$ cat config.mk
export PLATFORM = sky130hd
export DESIGN_NAME = aab_core
export DESIGN_NICKNAME = d
export VERILOG_FILES = /design/src/inc/aab_pkg.sv /design/src/inc/aab_file_if.sv /design/src/aab_file_store.sv /design/src/aab_core.sv
export SDC_FILE = /design/constraint.sdc
export NUM_CORES = 2
export LEC_CHECK = 0
export BUFFER_PORTS_ARGS = -buffer_cell sky130_fd_sc_hd__buf_2
export CAP_MARGIN = 20
export CORE_ASPECT_RATIO = 0.75
export CORE_MARGIN = 2
export CORE_UTILIZATION = 25
export DETAILED_ROUTE_END_ITERATION = 8
export SYNTH_ARGS = -nofsm -noshare
export SYNTH_HDL_FRONTEND = slang
export SYNTH_SLANG_ARGS = --single-unit
$ cat constraint.sdc
create_clock -name core_clk -period 10.89 [get_ports core_clk]
set_input_delay 2.178 -clock core_clk [delete_from_list [all_inputs] [get_ports core_clk]]
set_output_delay 2.178 -clock core_clk [all_outputs]
set_load 0.03 [all_outputs]
$ cat src/inc/aab_pkg.sv
/*
  Constants and types for the accumulator ALU bit-ops datapath.
  Assumes every user writes aab_pkg::name and nothing is imported.
*/
// Summary of operation
// - Literal add into work; carry, digit carry, zero
// - Work plus file; carry, digit carry, zero
// - Destination bit: 0 to work, 1 file
// - Literal AND into work, zero flag only
// - Bit clear in file, flags untouched
// - Bit set in file, flags untouched
// - Tested bit zero: continue, flags untouched
// - Tested bit one: next becomes no-op
package aab_pkg;

  localparam int unsigned DATA_W      = 8;
  localparam int unsigned FILE_ADDR_W = 7;
  localparam int unsigned FILE_DEPTH  = 128;
  localparam int unsigned BIT_IDX_W   = 3;
  localparam int unsigned BUS_ADDR_W  = 8;

  // Status and exec register field positions
  localparam int unsigned STAT_CARRY_BIT = 0;
  localparam int unsigned STAT_DIGIT_BIT = 1;
  localparam int unsigned STAT_ZERO_BIT  = 2;
  localparam int unsigned EXEC_FLUSH_BIT = 0;

  // Reset values
  localparam logic [7:0] WORK_RESET  = 8'h00;
  localparam logic [7:0] FILE_RESET  = 8'h00;
  localparam logic [7:0] COUNT_RESET = 8'h00;
  localparam logic       FLAG_RESET  = 1'b0;
  localparam logic [7:0] RDATA_RESET = 8'h00;

  // Register bus map
  localparam logic [7:0] OFS_FILE_LAST = 8'h7f;
  localparam logic [7:0] OFS_WORK      = 8'h80;
  localparam logic [7:0] OFS_STATUS    = 8'h81;
  localparam logic [7:0] OFS_EXEC      = 8'h82;
  localparam logic [7:0] OFS_RETIRED   = 8'h83;

  // Destination select encodings
  localparam logic DEST_WORK = 1'b0;
  localparam logic DEST_FILE = 1'b1;

  typedef enum logic [2:0] {
    aab_op_no_operation,
    aab_op_add_literal_to_work,
    aab_op_add_work_and_file,
    aab_op_and_literal_with_work,
    aab_op_bit_clear_file,
    aab_op_bit_set_file,
    aab_op_bit_test_skip_if_set
  } aab_op_t;

  typedef enum logic {
    aab_exec_run,
    aab_exec_flush
  } aab_exec_t;

endpackage

$ cat src/inc/aab_file_if.sv
/*
  Carrier between the datapath and its file register store.
  Assumes one clock; reads are combinational, writes take the edge.
*/
`timescale 1ns/1ps
`default_nettype none
interface aab_file_if;
  logic       wr_en;
  logic [6:0] wr_addr;
  logic [7:0] wr_data;
  logic [6:0] op_addr;
  logic [7:0] op_data;
  logic [6:0] bus_addr;
  logic [7:0] bus_data;

  modport core (
    output wr_en,
    output wr_addr,
    output wr_data,
    output op_addr,
    output bus_addr,
    input  op_data,
    input  bus_data
  );

  modport store (
    input  wr_en,
    input  wr_addr,
    input  wr_data,
    input  op_addr,
    input  bus_addr,
    output op_data,
    output bus_data
  );
endinterface
`default_nettype wire

$ cat src/aab_file_store.sv
/*
  The 128-location file register space, one write and two read ports.
  Assumes the core arbitrates so that one write arrives per cycle.
*/
`timescale 1ns/1ps
`default_nettype none
module aab_file_store (
  input  wire logic core_clk,
  input  wire logic reset,
  aab_file_if.store fif
);

  logic [7:0] mem_ff [aab_pkg::FILE_DEPTH];

  // Two asynchronous read ports: datapath and bus
  assign fif.op_data  = mem_ff[fif.op_addr];
  assign fif.bus_data = mem_ff[fif.bus_addr];

  ////////////////////////////////////////////////////////////////////
  // One register per location, cleared by reset
  genvar gi;
  generate
    for (gi = 0; gi < aab_pkg::FILE_DEPTH; gi++) begin : g_loc
      logic [7:0] nxt_loc;
      // Write hits only the addressed location
      always_comb begin
        nxt_loc = mem_ff[gi];
        if (fif.wr_en && (fif.wr_addr == 7'(gi))) begin
          nxt_loc = fif.wr_data;
        end
      end
      always_ff @(posedge core_clk) begin
        if (reset) begin
          mem_ff[gi] <= aab_pkg::FILE_RESET;
        end else begin
          mem_ff[gi] <= nxt_loc;
        end
      end
    end
  endgenerate

endmodule
`default_nettype wire

$ cat src/aab_core.sv
/*
  Accumulator ALU datapath: adds, literal AND, bit clear/set and
  bit test with skip, with the work register, status flags and a
  register port for software.
  Assumes instructions arrive one per instruction cycle from logic on
  core_clk, so no input synchroniser is needed.
  Limitation: a software file write that meets an instruction write is lost.
*/
// Decided for this implementation: the register addresses and the plain strobed port.
`timescale 1ns/1ps
`default_nettype none
module aab_core (
  input  wire logic            core_clk,
  input  wire logic            reset,
  // Instruction issue
  input  wire logic            op_valid,
  input  wire aab_pkg::aab_op_t op_code,
  input  wire logic [7:0]      op_literal,
  input  wire logic [6:0]      op_file_addr,
  input  wire logic            op_dest_sel,
  input  wire logic [2:0]      op_bit_idx,
  output logic                 op_discarded,
  output logic                 op_done,
  output logic                 skip_taken,
  output logic                 skip_pending,
  // Datapath state
  output logic [7:0]           work_value,
  output logic                 carry_flag,
  output logic                 digit_carry_flag,
  output logic                 zero_flag,
  // Register port
  input  wire logic [7:0]      bus_addr,
  input  wire logic [7:0]      bus_wdata,
  input  wire logic            bus_wr,
  input  wire logic            bus_rd,
  output logic [7:0]           bus_rdata
);

  ////////////////////////////////////////////////////////////////////
  // State and next values

  aab_pkg::aab_exec_t exec_ff;
  aab_pkg::aab_exec_t nxt_exec;
  logic [7:0]         work_ff;
  logic [7:0]         nxt_work;
  logic               carry_ff;
  logic               nxt_carry;
  logic               digit_ff;
  logic               nxt_digit;
  logic               zero_ff;
  logic               nxt_zero;
  logic               done_ff;
  logic               nxt_done;
  logic               skip_ff;
  logic               nxt_skip;
  logic [7:0]         retired_ff;
  logic [7:0]         nxt_retired;
  logic [7:0]         rdata_ff;
  logic [7:0]         nxt_rdata;

  // Datapath helpers
  logic               op_live;
  logic [7:0]         file_val;
  logic [7:0]         bit_mask;
  logic [7:0]         add_b;
  logic [9:0]         add_res;
  logic [7:0]         and_res;
  logic               op_wr_en;
  logic [7:0]         op_wr_data;
  logic               bus_file_hit;
  logic [7:0]         status_word;
  logic [7:0]         exec_word;

  aab_file_if fif ();

  aab_file_store u_store (
    .core_clk (core_clk),
    .reset    (reset),
    .fif      (fif)
  );

  ////////////////////////////////////////////////////////////////////
  // Eight-bit add with carry out of bit 7 and bit 3
  // Nibble sum kept apart, since the full sum hides the bit 3 carry

  function automatic logic [9:0] aab_add(input logic [7:0] a,
                                        input logic [7:0] b);
    logic [8:0] s;
    logic [4:0] n;
    s = {1'b0, a} + {1'b0, b};
    n = {1'b0, a[3:0]} + {1'b0, b[3:0]};
    return {n[4], s};
  endfunction

  ////////////////////////////////////////////////////////////////////
  // Operand fetch and shared adder

  // A discarded slot never reaches the datapath
  assign op_live      = op_valid && (exec_ff == aab_pkg::aab_exec_run);
  assign op_discarded = op_valid && (exec_ff == aab_pkg::aab_exec_flush);
  assign fif.op_addr  = op_file_addr;
  assign file_val     = fif.op_data;
  assign bit_mask     = 8'h01 << op_bit_idx;

  // One adder serves both adds; the literal form ignores the file
  always_comb begin
    add_b = op_literal;
    if (op_code == aab_pkg::aab_op_add_work_and_file) begin
      add_b = file_val;
    end
  end

  assign add_res = aab_add(work_ff, add_b);

  // AND result shared by the work write and the zero test
  assign and_res = work_ff & op_literal;

  ////////////////////////////////////////////////////////////////////
  // Instruction execution and software writes

  // Software writes first; an instruction in the same cycle overrides
  // Flags that an instruction leaves alone keep the software value
  always_comb begin
    nxt_exec    = exec_ff;
    nxt_work    = work_ff;
    nxt_carry   = carry_ff;
    nxt_digit   = digit_ff;
    nxt_zero    = zero_ff;
    nxt_done    = 1'b0;
    nxt_skip    = 1'b0;
    nxt_retired = retired_ff;
    op_wr_en    = 1'b0;
    op_wr_data  = file_val;

    if (bus_wr && (bus_addr == aab_pkg::OFS_WORK)) begin
      nxt_work = bus_wdata;
    end
    if (bus_wr && (bus_addr == aab_pkg::OFS_STATUS)) begin
      nxt_carry = bus_wdata[aab_pkg::STAT_CARRY_BIT];
      nxt_digit = bus_wdata[aab_pkg::STAT_DIGIT_BIT];
      nxt_zero  = bus_wdata[aab_pkg::STAT_ZERO_BIT];
    end

    if (op_valid) begin
      nxt_done    = 1'b1;
      nxt_retired = retired_ff + 8'h01;
      unique case (exec_ff)
        aab_pkg::aab_exec_flush: begin
          // Slot spent as a no-operation, two cycles in all
          nxt_exec = aab_pkg::aab_exec_run;
        end
        aab_pkg::aab_exec_run: begin
          case (op_code)
            aab_pkg::aab_op_add_literal_to_work: begin
              nxt_work  = add_res[7:0];
              nxt_carry = add_res[8];
              nxt_digit = add_res[9];
              nxt_zero  = (add_res[7:0] == 8'h00);
            end
            aab_pkg::aab_op_add_work_and_file: begin
              nxt_carry = add_res[8];
              nxt_digit = add_res[9];
              nxt_zero  = (add_res[7:0] == 8'h00);
              if (op_dest_sel == aab_pkg::DEST_FILE) begin
                op_wr_en   = 1'b1;
                op_wr_data = add_res[7:0];
              end else begin
                nxt_work = add_res[7:0];
              end
            end
            aab_pkg::aab_op_and_literal_with_work: begin
              // Carry and digit carry keep their values
              nxt_work = and_res;
              nxt_zero = (and_res == 8'h00);
            end
            aab_pkg::aab_op_bit_clear_file: begin
              op_wr_en   = 1'b1;
              op_wr_data = file_val & ~bit_mask;
            end
            aab_pkg::aab_op_bit_set_file: begin
              op_wr_en   = 1'b1;
              op_wr_data = file_val | bit_mask;
            end
            aab_pkg::aab_op_bit_test_skip_if_set: begin
              // Bit clear: fall through, nothing changes
              if ((file_val & bit_mask) != 8'h00) begin
                nxt_exec = aab_pkg::aab_exec_flush;
                nxt_skip = 1'b1;
              end else begin
                nxt_exec = aab_pkg::aab_exec_run;
              end
            end
            default: begin
              // No-operation and the unused code do nothing
              nxt_exec = aab_pkg::aab_exec_run;
            end
          endcase
        end
      endcase
    end
  end

  ////////////////////////////////////////////////////////////////////
  // File write port arbitration

  // Instruction writes win; a colliding software write is dropped
  // No flag records the loss, so software keeps off cycles with any instruction file write
  assign bus_file_hit = bus_addr <= aab_pkg::OFS_FILE_LAST;

  always_comb begin
    fif.wr_en   = 1'b0;
    fif.wr_addr = op_file_addr;
    fif.wr_data = op_wr_data;
    if (op_live && op_wr_en) begin
      fif.wr_en = 1'b1;
    end else if (bus_wr && bus_file_hit) begin
      fif.wr_en   = 1'b1;
      fif.wr_addr = bus_addr[6:0];
      fif.wr_data = bus_wdata;
    end
  end

  ////////////////////////////////////////////////////////////////////
  // Read side of the register port

  assign fif.bus_addr = bus_addr[6:0];

  // Assemble readable words; unused bits read as zero
  always_comb begin
    status_word = 8'h00;
    status_word[aab_pkg::STAT_CARRY_BIT] = carry_ff;
    status_word[aab_pkg::STAT_DIGIT_BIT] = digit_ff;
    status_word[aab_pkg::STAT_ZERO_BIT]  = zero_ff;
    exec_word = 8'h00;
    exec_word[aab_pkg::EXEC_FLUSH_BIT] =
      (exec_ff == aab_pkg::aab_exec_flush);
  end

  // Data stands one cycle after the strobe, zero elsewhere
  always_comb begin
    nxt_rdata = 8'h00;
    if (bus_rd) begin
      if (bus_file_hit) begin
        nxt_rdata = fif.bus_data;
      end else if (bus_addr == aab_pkg::OFS_WORK) begin
        nxt_rdata = work_ff;
      end else if (bus_addr == aab_pkg::OFS_STATUS) begin
        nxt_rdata = status_word;
      end else if (bus_addr == aab_pkg::OFS_EXEC) begin
        nxt_rdata = exec_word;
      end else if (bus_addr == aab_pkg::OFS_RETIRED) begin
        nxt_rdata = retired_ff;
      end
    end
  end

  ////////////////////////////////////////////////////////////////////
  // Registers

  // Datapath state; reset also drops a pending skip
  always_ff @(posedge core_clk) begin
    if (reset) begin
      exec_ff    <= aab_pkg::aab_exec_run;
      work_ff    <= aab_pkg::WORK_RESET;
      carry_ff   <= aab_pkg::FLAG_RESET;
      digit_ff   <= aab_pkg::FLAG_RESET;
      zero_ff    <= aab_pkg::FLAG_RESET;
      done_ff    <= aab_pkg::FLAG_RESET;
      skip_ff    <= aab_pkg::FLAG_RESET;
      retired_ff <= aab_pkg::COUNT_RESET;
    end else begin
      exec_ff    <= nxt_exec;
      work_ff    <= nxt_work;
      carry_ff   <= nxt_carry;
      digit_ff   <= nxt_digit;
      zero_ff    <= nxt_zero;
      done_ff    <= nxt_done;
      skip_ff    <= nxt_skip;
      retired_ff <= nxt_retired;
    end
  end

  // Read data register; its own group so the port idles at zero
  always_ff @(posedge core_clk) begin
    if (reset) begin
      rdata_ff <= aab_pkg::RDATA_RESET;
    end else begin
      rdata_ff <= nxt_rdata;
    end
  end

  ////////////////////////////////////////////////////////////////////
  // Outputs

  // Pending skip holds until the next slot arrives, however late
  assign skip_pending     = (exec_ff == aab_pkg::aab_exec_flush);
  assign op_done          = done_ff;
  assign skip_taken       = skip_ff;
  assign work_value       = work_ff;
  assign carry_flag       = carry_ff;
  // Flags leave straight from flops, never from the adder
  assign digit_carry_flag = digit_ff;
  assign zero_flag        = zero_ff;
  assign bus_rdata        = rdata_ff;

endmodule
`default_nettype wire

# Yosys cells after proc, flatten, opt, wreduce, memory -nomap -nowiden
# Memories as Yosys holds them, arrays and structs flattened.
# Cells that the tools add are included.
op_classes:
  muxes: 300
  addsub: 3
  n_reduce_logical: 270
  bitwise_logic: 136
  n_eq_ne: 265
  shift: 1
  magnitude_cmp: 1
op_table:
  columns: ["op", "n"]
  rows:
  - ["8-bit 2-to-1 mux", 271]
  - ["7-bit == test, second input constant", 64]
  - ["2-bit AND reduction", 128]
  - ["7-bit by 6-bit == test with 1-bit output, second input constant", 32]
  - ["1-bit logical AND", 134]
  - ["1-bit inequality test, second input constant", 128]
  - ["1-bit OR", 128]
  - ["7-bit by 5-bit == test with 1-bit output, second input constant", 16]
  - ["7-bit by 4-bit == test with 1-bit output, second input constant", 8]
  - ["8-bit one-hot mux with 3 select lines", 2]
  - ["8-bit == test, second input constant", 4]
  - ["7-bit by 3-bit == test with 1-bit output, second input constant", 4]
  - ["8-bit bitwise AND", 3]
  - ["1-bit 2-to-1 mux", 22]
  - ["8-bit logical NOT", 2]
  - ["7-bit by 2-bit == test with 1-bit output, second input constant", 2]
  - ["7-bit 2-to-1 mux", 2]
  - ["8-bit by 8-bit adder with 9-bit output", 1]
  - ["3-bit == test, second input constant", 3]
  - ["8-bit by 1-bit adder with 8-bit output, second input constant", 1]
  - ["8-bit by 7-bit <= comparator with 1-bit output, second input constant", 1]
  - ["8-bit inverter", 1]
  - ["8-bit OR", 1]
  - ["8-bit nonzero test", 1]
  - ["10 further kinds", 17]
totals:
  memories: 1
  ff_bits: 30
  in_bits: 43
  word_cells: 986
  ram_bits: 1024
  out_inout_bits: 23
mem_list:
  columns: ["memory", "words", "word_bits", "read_ports", "rd_clocked_by_memory_dff", "write_ports", "line", "source"]
  rows:
  - ["u_store.mem_ff", 128, 8, 2, 0, 128, "aab_file_store.sv:13", "logic [7:0] mem_ff [aab_pkg::FILE_DEPTH];"]

# Logic depth before layout (Yosys ltp)
depth:
  word_depth: 12
  depth_mapped: 25
  depth_no_buf: 16

# Hierarchy
# From an unflattened synthesis, not the netlist that was laid out.
unflattened:
  hier_cells: 3737
  hier_area_um2: 58431.0
by_module_without_submodules:
  columns: ["mod", "area_each_um2", "cells_per_inst", "seq_area_each_um2", "instances"]
  rows:
  - ["aab_file_store", 55672.1, 3397, 30749.5, 1]
  - ["aab_core", 2758.9, 340, 600.6, 1]

# Worst setup path before layout
# No wires, ideal clock.
synth_path:
  kind: "input to register"
  start: "input op_file_addr[1]"
  end: "memory u_store.mem_ff[10][7] (data pin)"
  n_path_buf: 6
  setup_time_ps: 267
  required_time_ps: 10623
  arrival_time_ps: 6631
  slack_ps: 3992
  cell_stages: 22
  cell_sequence: "buf_4 buf_2 buf_2 buf_1 mux4_2 a22o_1 a221oi_1 nand3_1 o211ai_1 o211ai_1 o21a_1 ha_1 a21o_1 a21oi_1 o21bai_1 a2111oi_0 o21bai_1 and2_1 a211oi_1 buf_2 buf_2 nor3_1"
synth_lines:
  columns: ["element", "line", "source"]
  rows:
  - ["start, declared", "aab_core.sv:19", "input wire logic [6:0] op_file_addr,"]
  - ["end, declared", "aab_file_store.sv:13", null]

==> results by group <==
Cells and area
  • # nets final: 4089
  • Final non-filler cell total: approximately 7100
  • P&R area growth vs syn: 11.09%
  • Layout cells sized above 1: between 20% and 30%
  • Fin area: 63630 µm²

Floorplan
  • Core area: about 230000 µm²
  • Starting Density: 25.10%
  • Die area: ~230000 µm²
  • Die Y: between 400 and 500 µm
  • Row count: around 150
  • Die W: approximately 560 µm
  • Ports: 66

Logic synthesis
  • Syn Nets: approximately 4200
  • Seq/Total Area, Yosys: 54.73%
  • Count leader, synth: edfxtp_1
  • Seq cells post-synth: roughly 1100
  • Synth unique cells: slightly above 80
  • Synth Flop Type: edfxtp_1
  • EDFF count, synth: slightly above 1000
  • Post-synth top cells: edfxtp_1, nor2_1, mux4_2, mux2i_1, nand2_1
  • Post-synthesis cell area: between 50000 and 60000 µm²
  • Synth warn: 0
  • Synth Instances: 4170
  • Post-synth top area share: between 50% and 60%
  • Area leader, netlist: edfxtp_1
  • Syn_area_per_cell: around 14 µm²
  • FFs w/ async S/R, synth: 0%
  • Top cells by area, synth: edfxtp_1, mux4_2, nor2_1

Worst setup path
  • Critical Path Source Type: input pin
  • Largest fanout on the critical path: between 60 and 70
  • CP max stage delay: ~0.9 ns
  • CP max stage cell: and2_2
  • Setup slack, reg-to-reg: between 4 and 5 ns
  • CP endpoint kind: flip-flop
  • Largest delay share family, worst path: simple AND/OR/NAND/NOR gates
  • Worst Path Required: around 11 ns
  • Setup CP Type: in2reg
  • Worst Path Arrival: about 9.1 ns
  • Worst Path Buf+Inv: 3
  • Worst-path cell chain: buf_2 -> and2_2 -> buf_4 -> a22oi_1 -> nand3_1 -> nand4_1 -> nor3_1 -> o31ai_1 -> ha_1 -> fa_1 -> a21o_1 -> a21oi_1 -> xnor2_1 -> nor2b_1 -> nor4_1 -> a21oi_1 -> mux2i_4 -> buf_4 -> nor2_1

STA
  • Tmin final: approximately 8.7 ns
  • TNS Setup: 0 ns
  • Slew HR: about 11%
  • Worst-Margin Slew: 1.334 ns
  • Fmax: about 110 MHz
  • Fin. max-slew vios: 0
  • Clock skew: 0.04587 ns
  • RSZ-0062 raised after global routing: no
  • Hold slack: 0.4972 ns
  • Final hold violations: 0
  • Final setup violation count: 0
  • Fin crit share: about 80%

Global routing
  • Tot GR Track Use: between 10% and 20%
  • Total gr overflow: 0
  • Initial antenna violation count: 11
  • First-pass GRT wire length: approximately 300 mm
  • Largest net degree at the start of global routing: about 130
  • Number of global-route vias before repair: approximately 38000

Placement
  • Dpl cell area: roughly 60000 µm²
  • # placed instances: around 6900
  • IO Port Bufs: between 60 and 70
  • Placer Congestion: slightly below 1
  • Hpwl dp: 144.7 mm

Detailed routing
  • Metal3 WL: about 36 mm
  • Met1 wire length: 81.03 mm
  • Routed Antenna Nets: 0
  • DRC Markers: 0
  • Vias: ~40000
  • WL/cell: 29.44 µm
  • Final wirelength: 209.9 mm
  • WL met2: around 85 mm
  • Drt first pass iters: 8
  • Max layer used: met5
  • Avg Vias per Cell: between 5 and 6
  • Drt initial violations: 7398

Clock network
  • H-tree depth reported by CTS: 3
  • Clock Tree Buf Depth: 3
  • Clock latency on the worst-skew pair: 0.76 ns
  • Hold bufs inserted after CTS: 0
  • Post-CTS resize count: 0
  • Clock sink total: 1054
  • TritonCTS clock tree: yes
  • Num CTS Buffers: 106
  • # Post-CTS Setup Buffers: 0
  • Root Buffer: clkbuf_16
  • Clock transition at the registers of the reported paths: ~0.060 ns

Pwr
  • P_int: approximately 7000 µW
  • Combinational share of power: around 15%
  • Sw Ratio: 27.93%
  • Switching power: approximately 2800 µW
  • Final Power: 9856 µW
  • Worst VDD drop: around 0.11 mV
  • Reg power frac: between 40 and 50%
  • Leakage: around 0.022 µW
  • Clock Power Share: between 30 and 40%
  • Pwr dens: about 150 nW/µm²

Job
  • Max_cap viols: 0

Worst hold path
  • Min-Delay Path Class: reg2reg

Run status
  • Outcome: finished clean
cell type report:
class,instances,area (µm²)
fillers,23050,164600
flip-flops and latches,1054,31350
multi-input cells,2714,23830
well taps,3003,3757
clock buffers,129,2813
repair buffers,147,1192
clock inverters,66,626.9
inverters,13,48.80
diodes,4,10.01
worst register-to-register path, cell delays in order, from the launching register on:
cell and delay [ns]:
edfxtp_1 0.43, mux4_2 0.54, mux2_2 0.29, a22oi_1 0.25, nand3_1 0.44, a211oi_2 0.55, o31ai_1 0.13, ha_1 0.24
fa_1 0.44, a21o_1 0.19, a21oi_1 0.31, xnor2_1 0.23, nor2b_1 0.20, nor4_1 0.24, a21oi_1 0.11, mux2i_4 0.19
buf_4 0.67, nor2_1 0.30
layer usage:
layer	up-vias	global-route usage [%]
met2	3250	23.81
met1	20740	24.64
met5	-	0
met4	12	5.224
li1	15890	-
met3	402	7.918
sequential cells by signal (all words and copies together) (netlist names):
register	count
skip_taken	1
work_value	8
op_done	1
digit_carry_flag	1
skip_pending	1
retired_ff	8
bus_rdata	8
carry_flag	1
u_store.mem_ff	1024
zero_flag	1
stage by stage:
stage,util (%),setup slack (ns)
detailed placement,26.34,1.840
finish,27.88,2.168
floorplan,-,3.992
global route,27.88,2.194
global placement,26.31,1.890
CTS,27.85,2.565
final timing paths:
check	start	endpoint	cells after the start
max	op_file_addr[2]	u_store.mem_ff[127][4]	19
min	retired_ff[7]	retired_ff[7]	2
max reg2reg	u_store.mem_ff[122][0]	u_store.mem_ff[127][4]	17
min reg2reg	retired_ff[7]	retired_ff[7]	2
power groups by stage:
stage / Clock [µW] / Sequential [µW] / Combinational [µW]
after floorplan: 0 / 4710 / 903
after global placement: 0 / 4730 / 1390
after detailed placement: 0 / 4740 / 1400
after CTS: 3760 / 4650 / 1400
after global routing: 3900 / 4670 / 1480
final: 3750 / 4660 / 1450
cells in the final DEF, fill, tap and decap left out, types with 11 or more instances in the layout:
master | Yosys | final
nor3_1 | 139 | 139
clkbuf_1 | 149 | 19
nand4_1 | 11 | 11
o211ai_1 | 11 | 11
clkbuf_16 | 0 | 109
nand2b_1 | 12 | 12
buf_4 | 69 | 68
a21o_1 | 83 | 83
a21oi_1 | 33 | 33
buf_2 | 81 | 58
o22ai_1 | 26 | 25
o21bai_1 | 51 | 51
a221oi_1 | 12 | 12
clkinv_2 | 0 | 14
o22a_1 | 11 | 11
mux2i_1 | 213 | 212
and3_1 | 28 | 28
edfxtp_1 | 1024 | 1024
dfxtp_1 | 30 | 30
nand3b_1 | 12 | 12
nor2b_1 | 21 | 19
nor2_1 | 968 | 965
buf_12 | 3 | 12
mux4_2 | 516 | 516
nand2_1 | 213 | 213
a22oi_1 | 85 | 84
mux2_2 | 14 | 14
and2_1 | 31 | 30
o21ai_0 | 29 | 29
clkinv_1 | 1 | 26
nand3_1 | 46 | 46
kinds of logic after synthesis:
family	after synthesis	share of synthesized area [%]
and+or+nand+nor	1522	11.20
DFF	1054	54.73
muxes	743	24.29
AOI/OAI and AO/OA	428	5.512
buffers and inverters	402	3.867
xor gates and xnor gates	11	0.1682
adders and majority gates	10	0.2316
No activity file was read; power rests on OpenSTA's default activity.
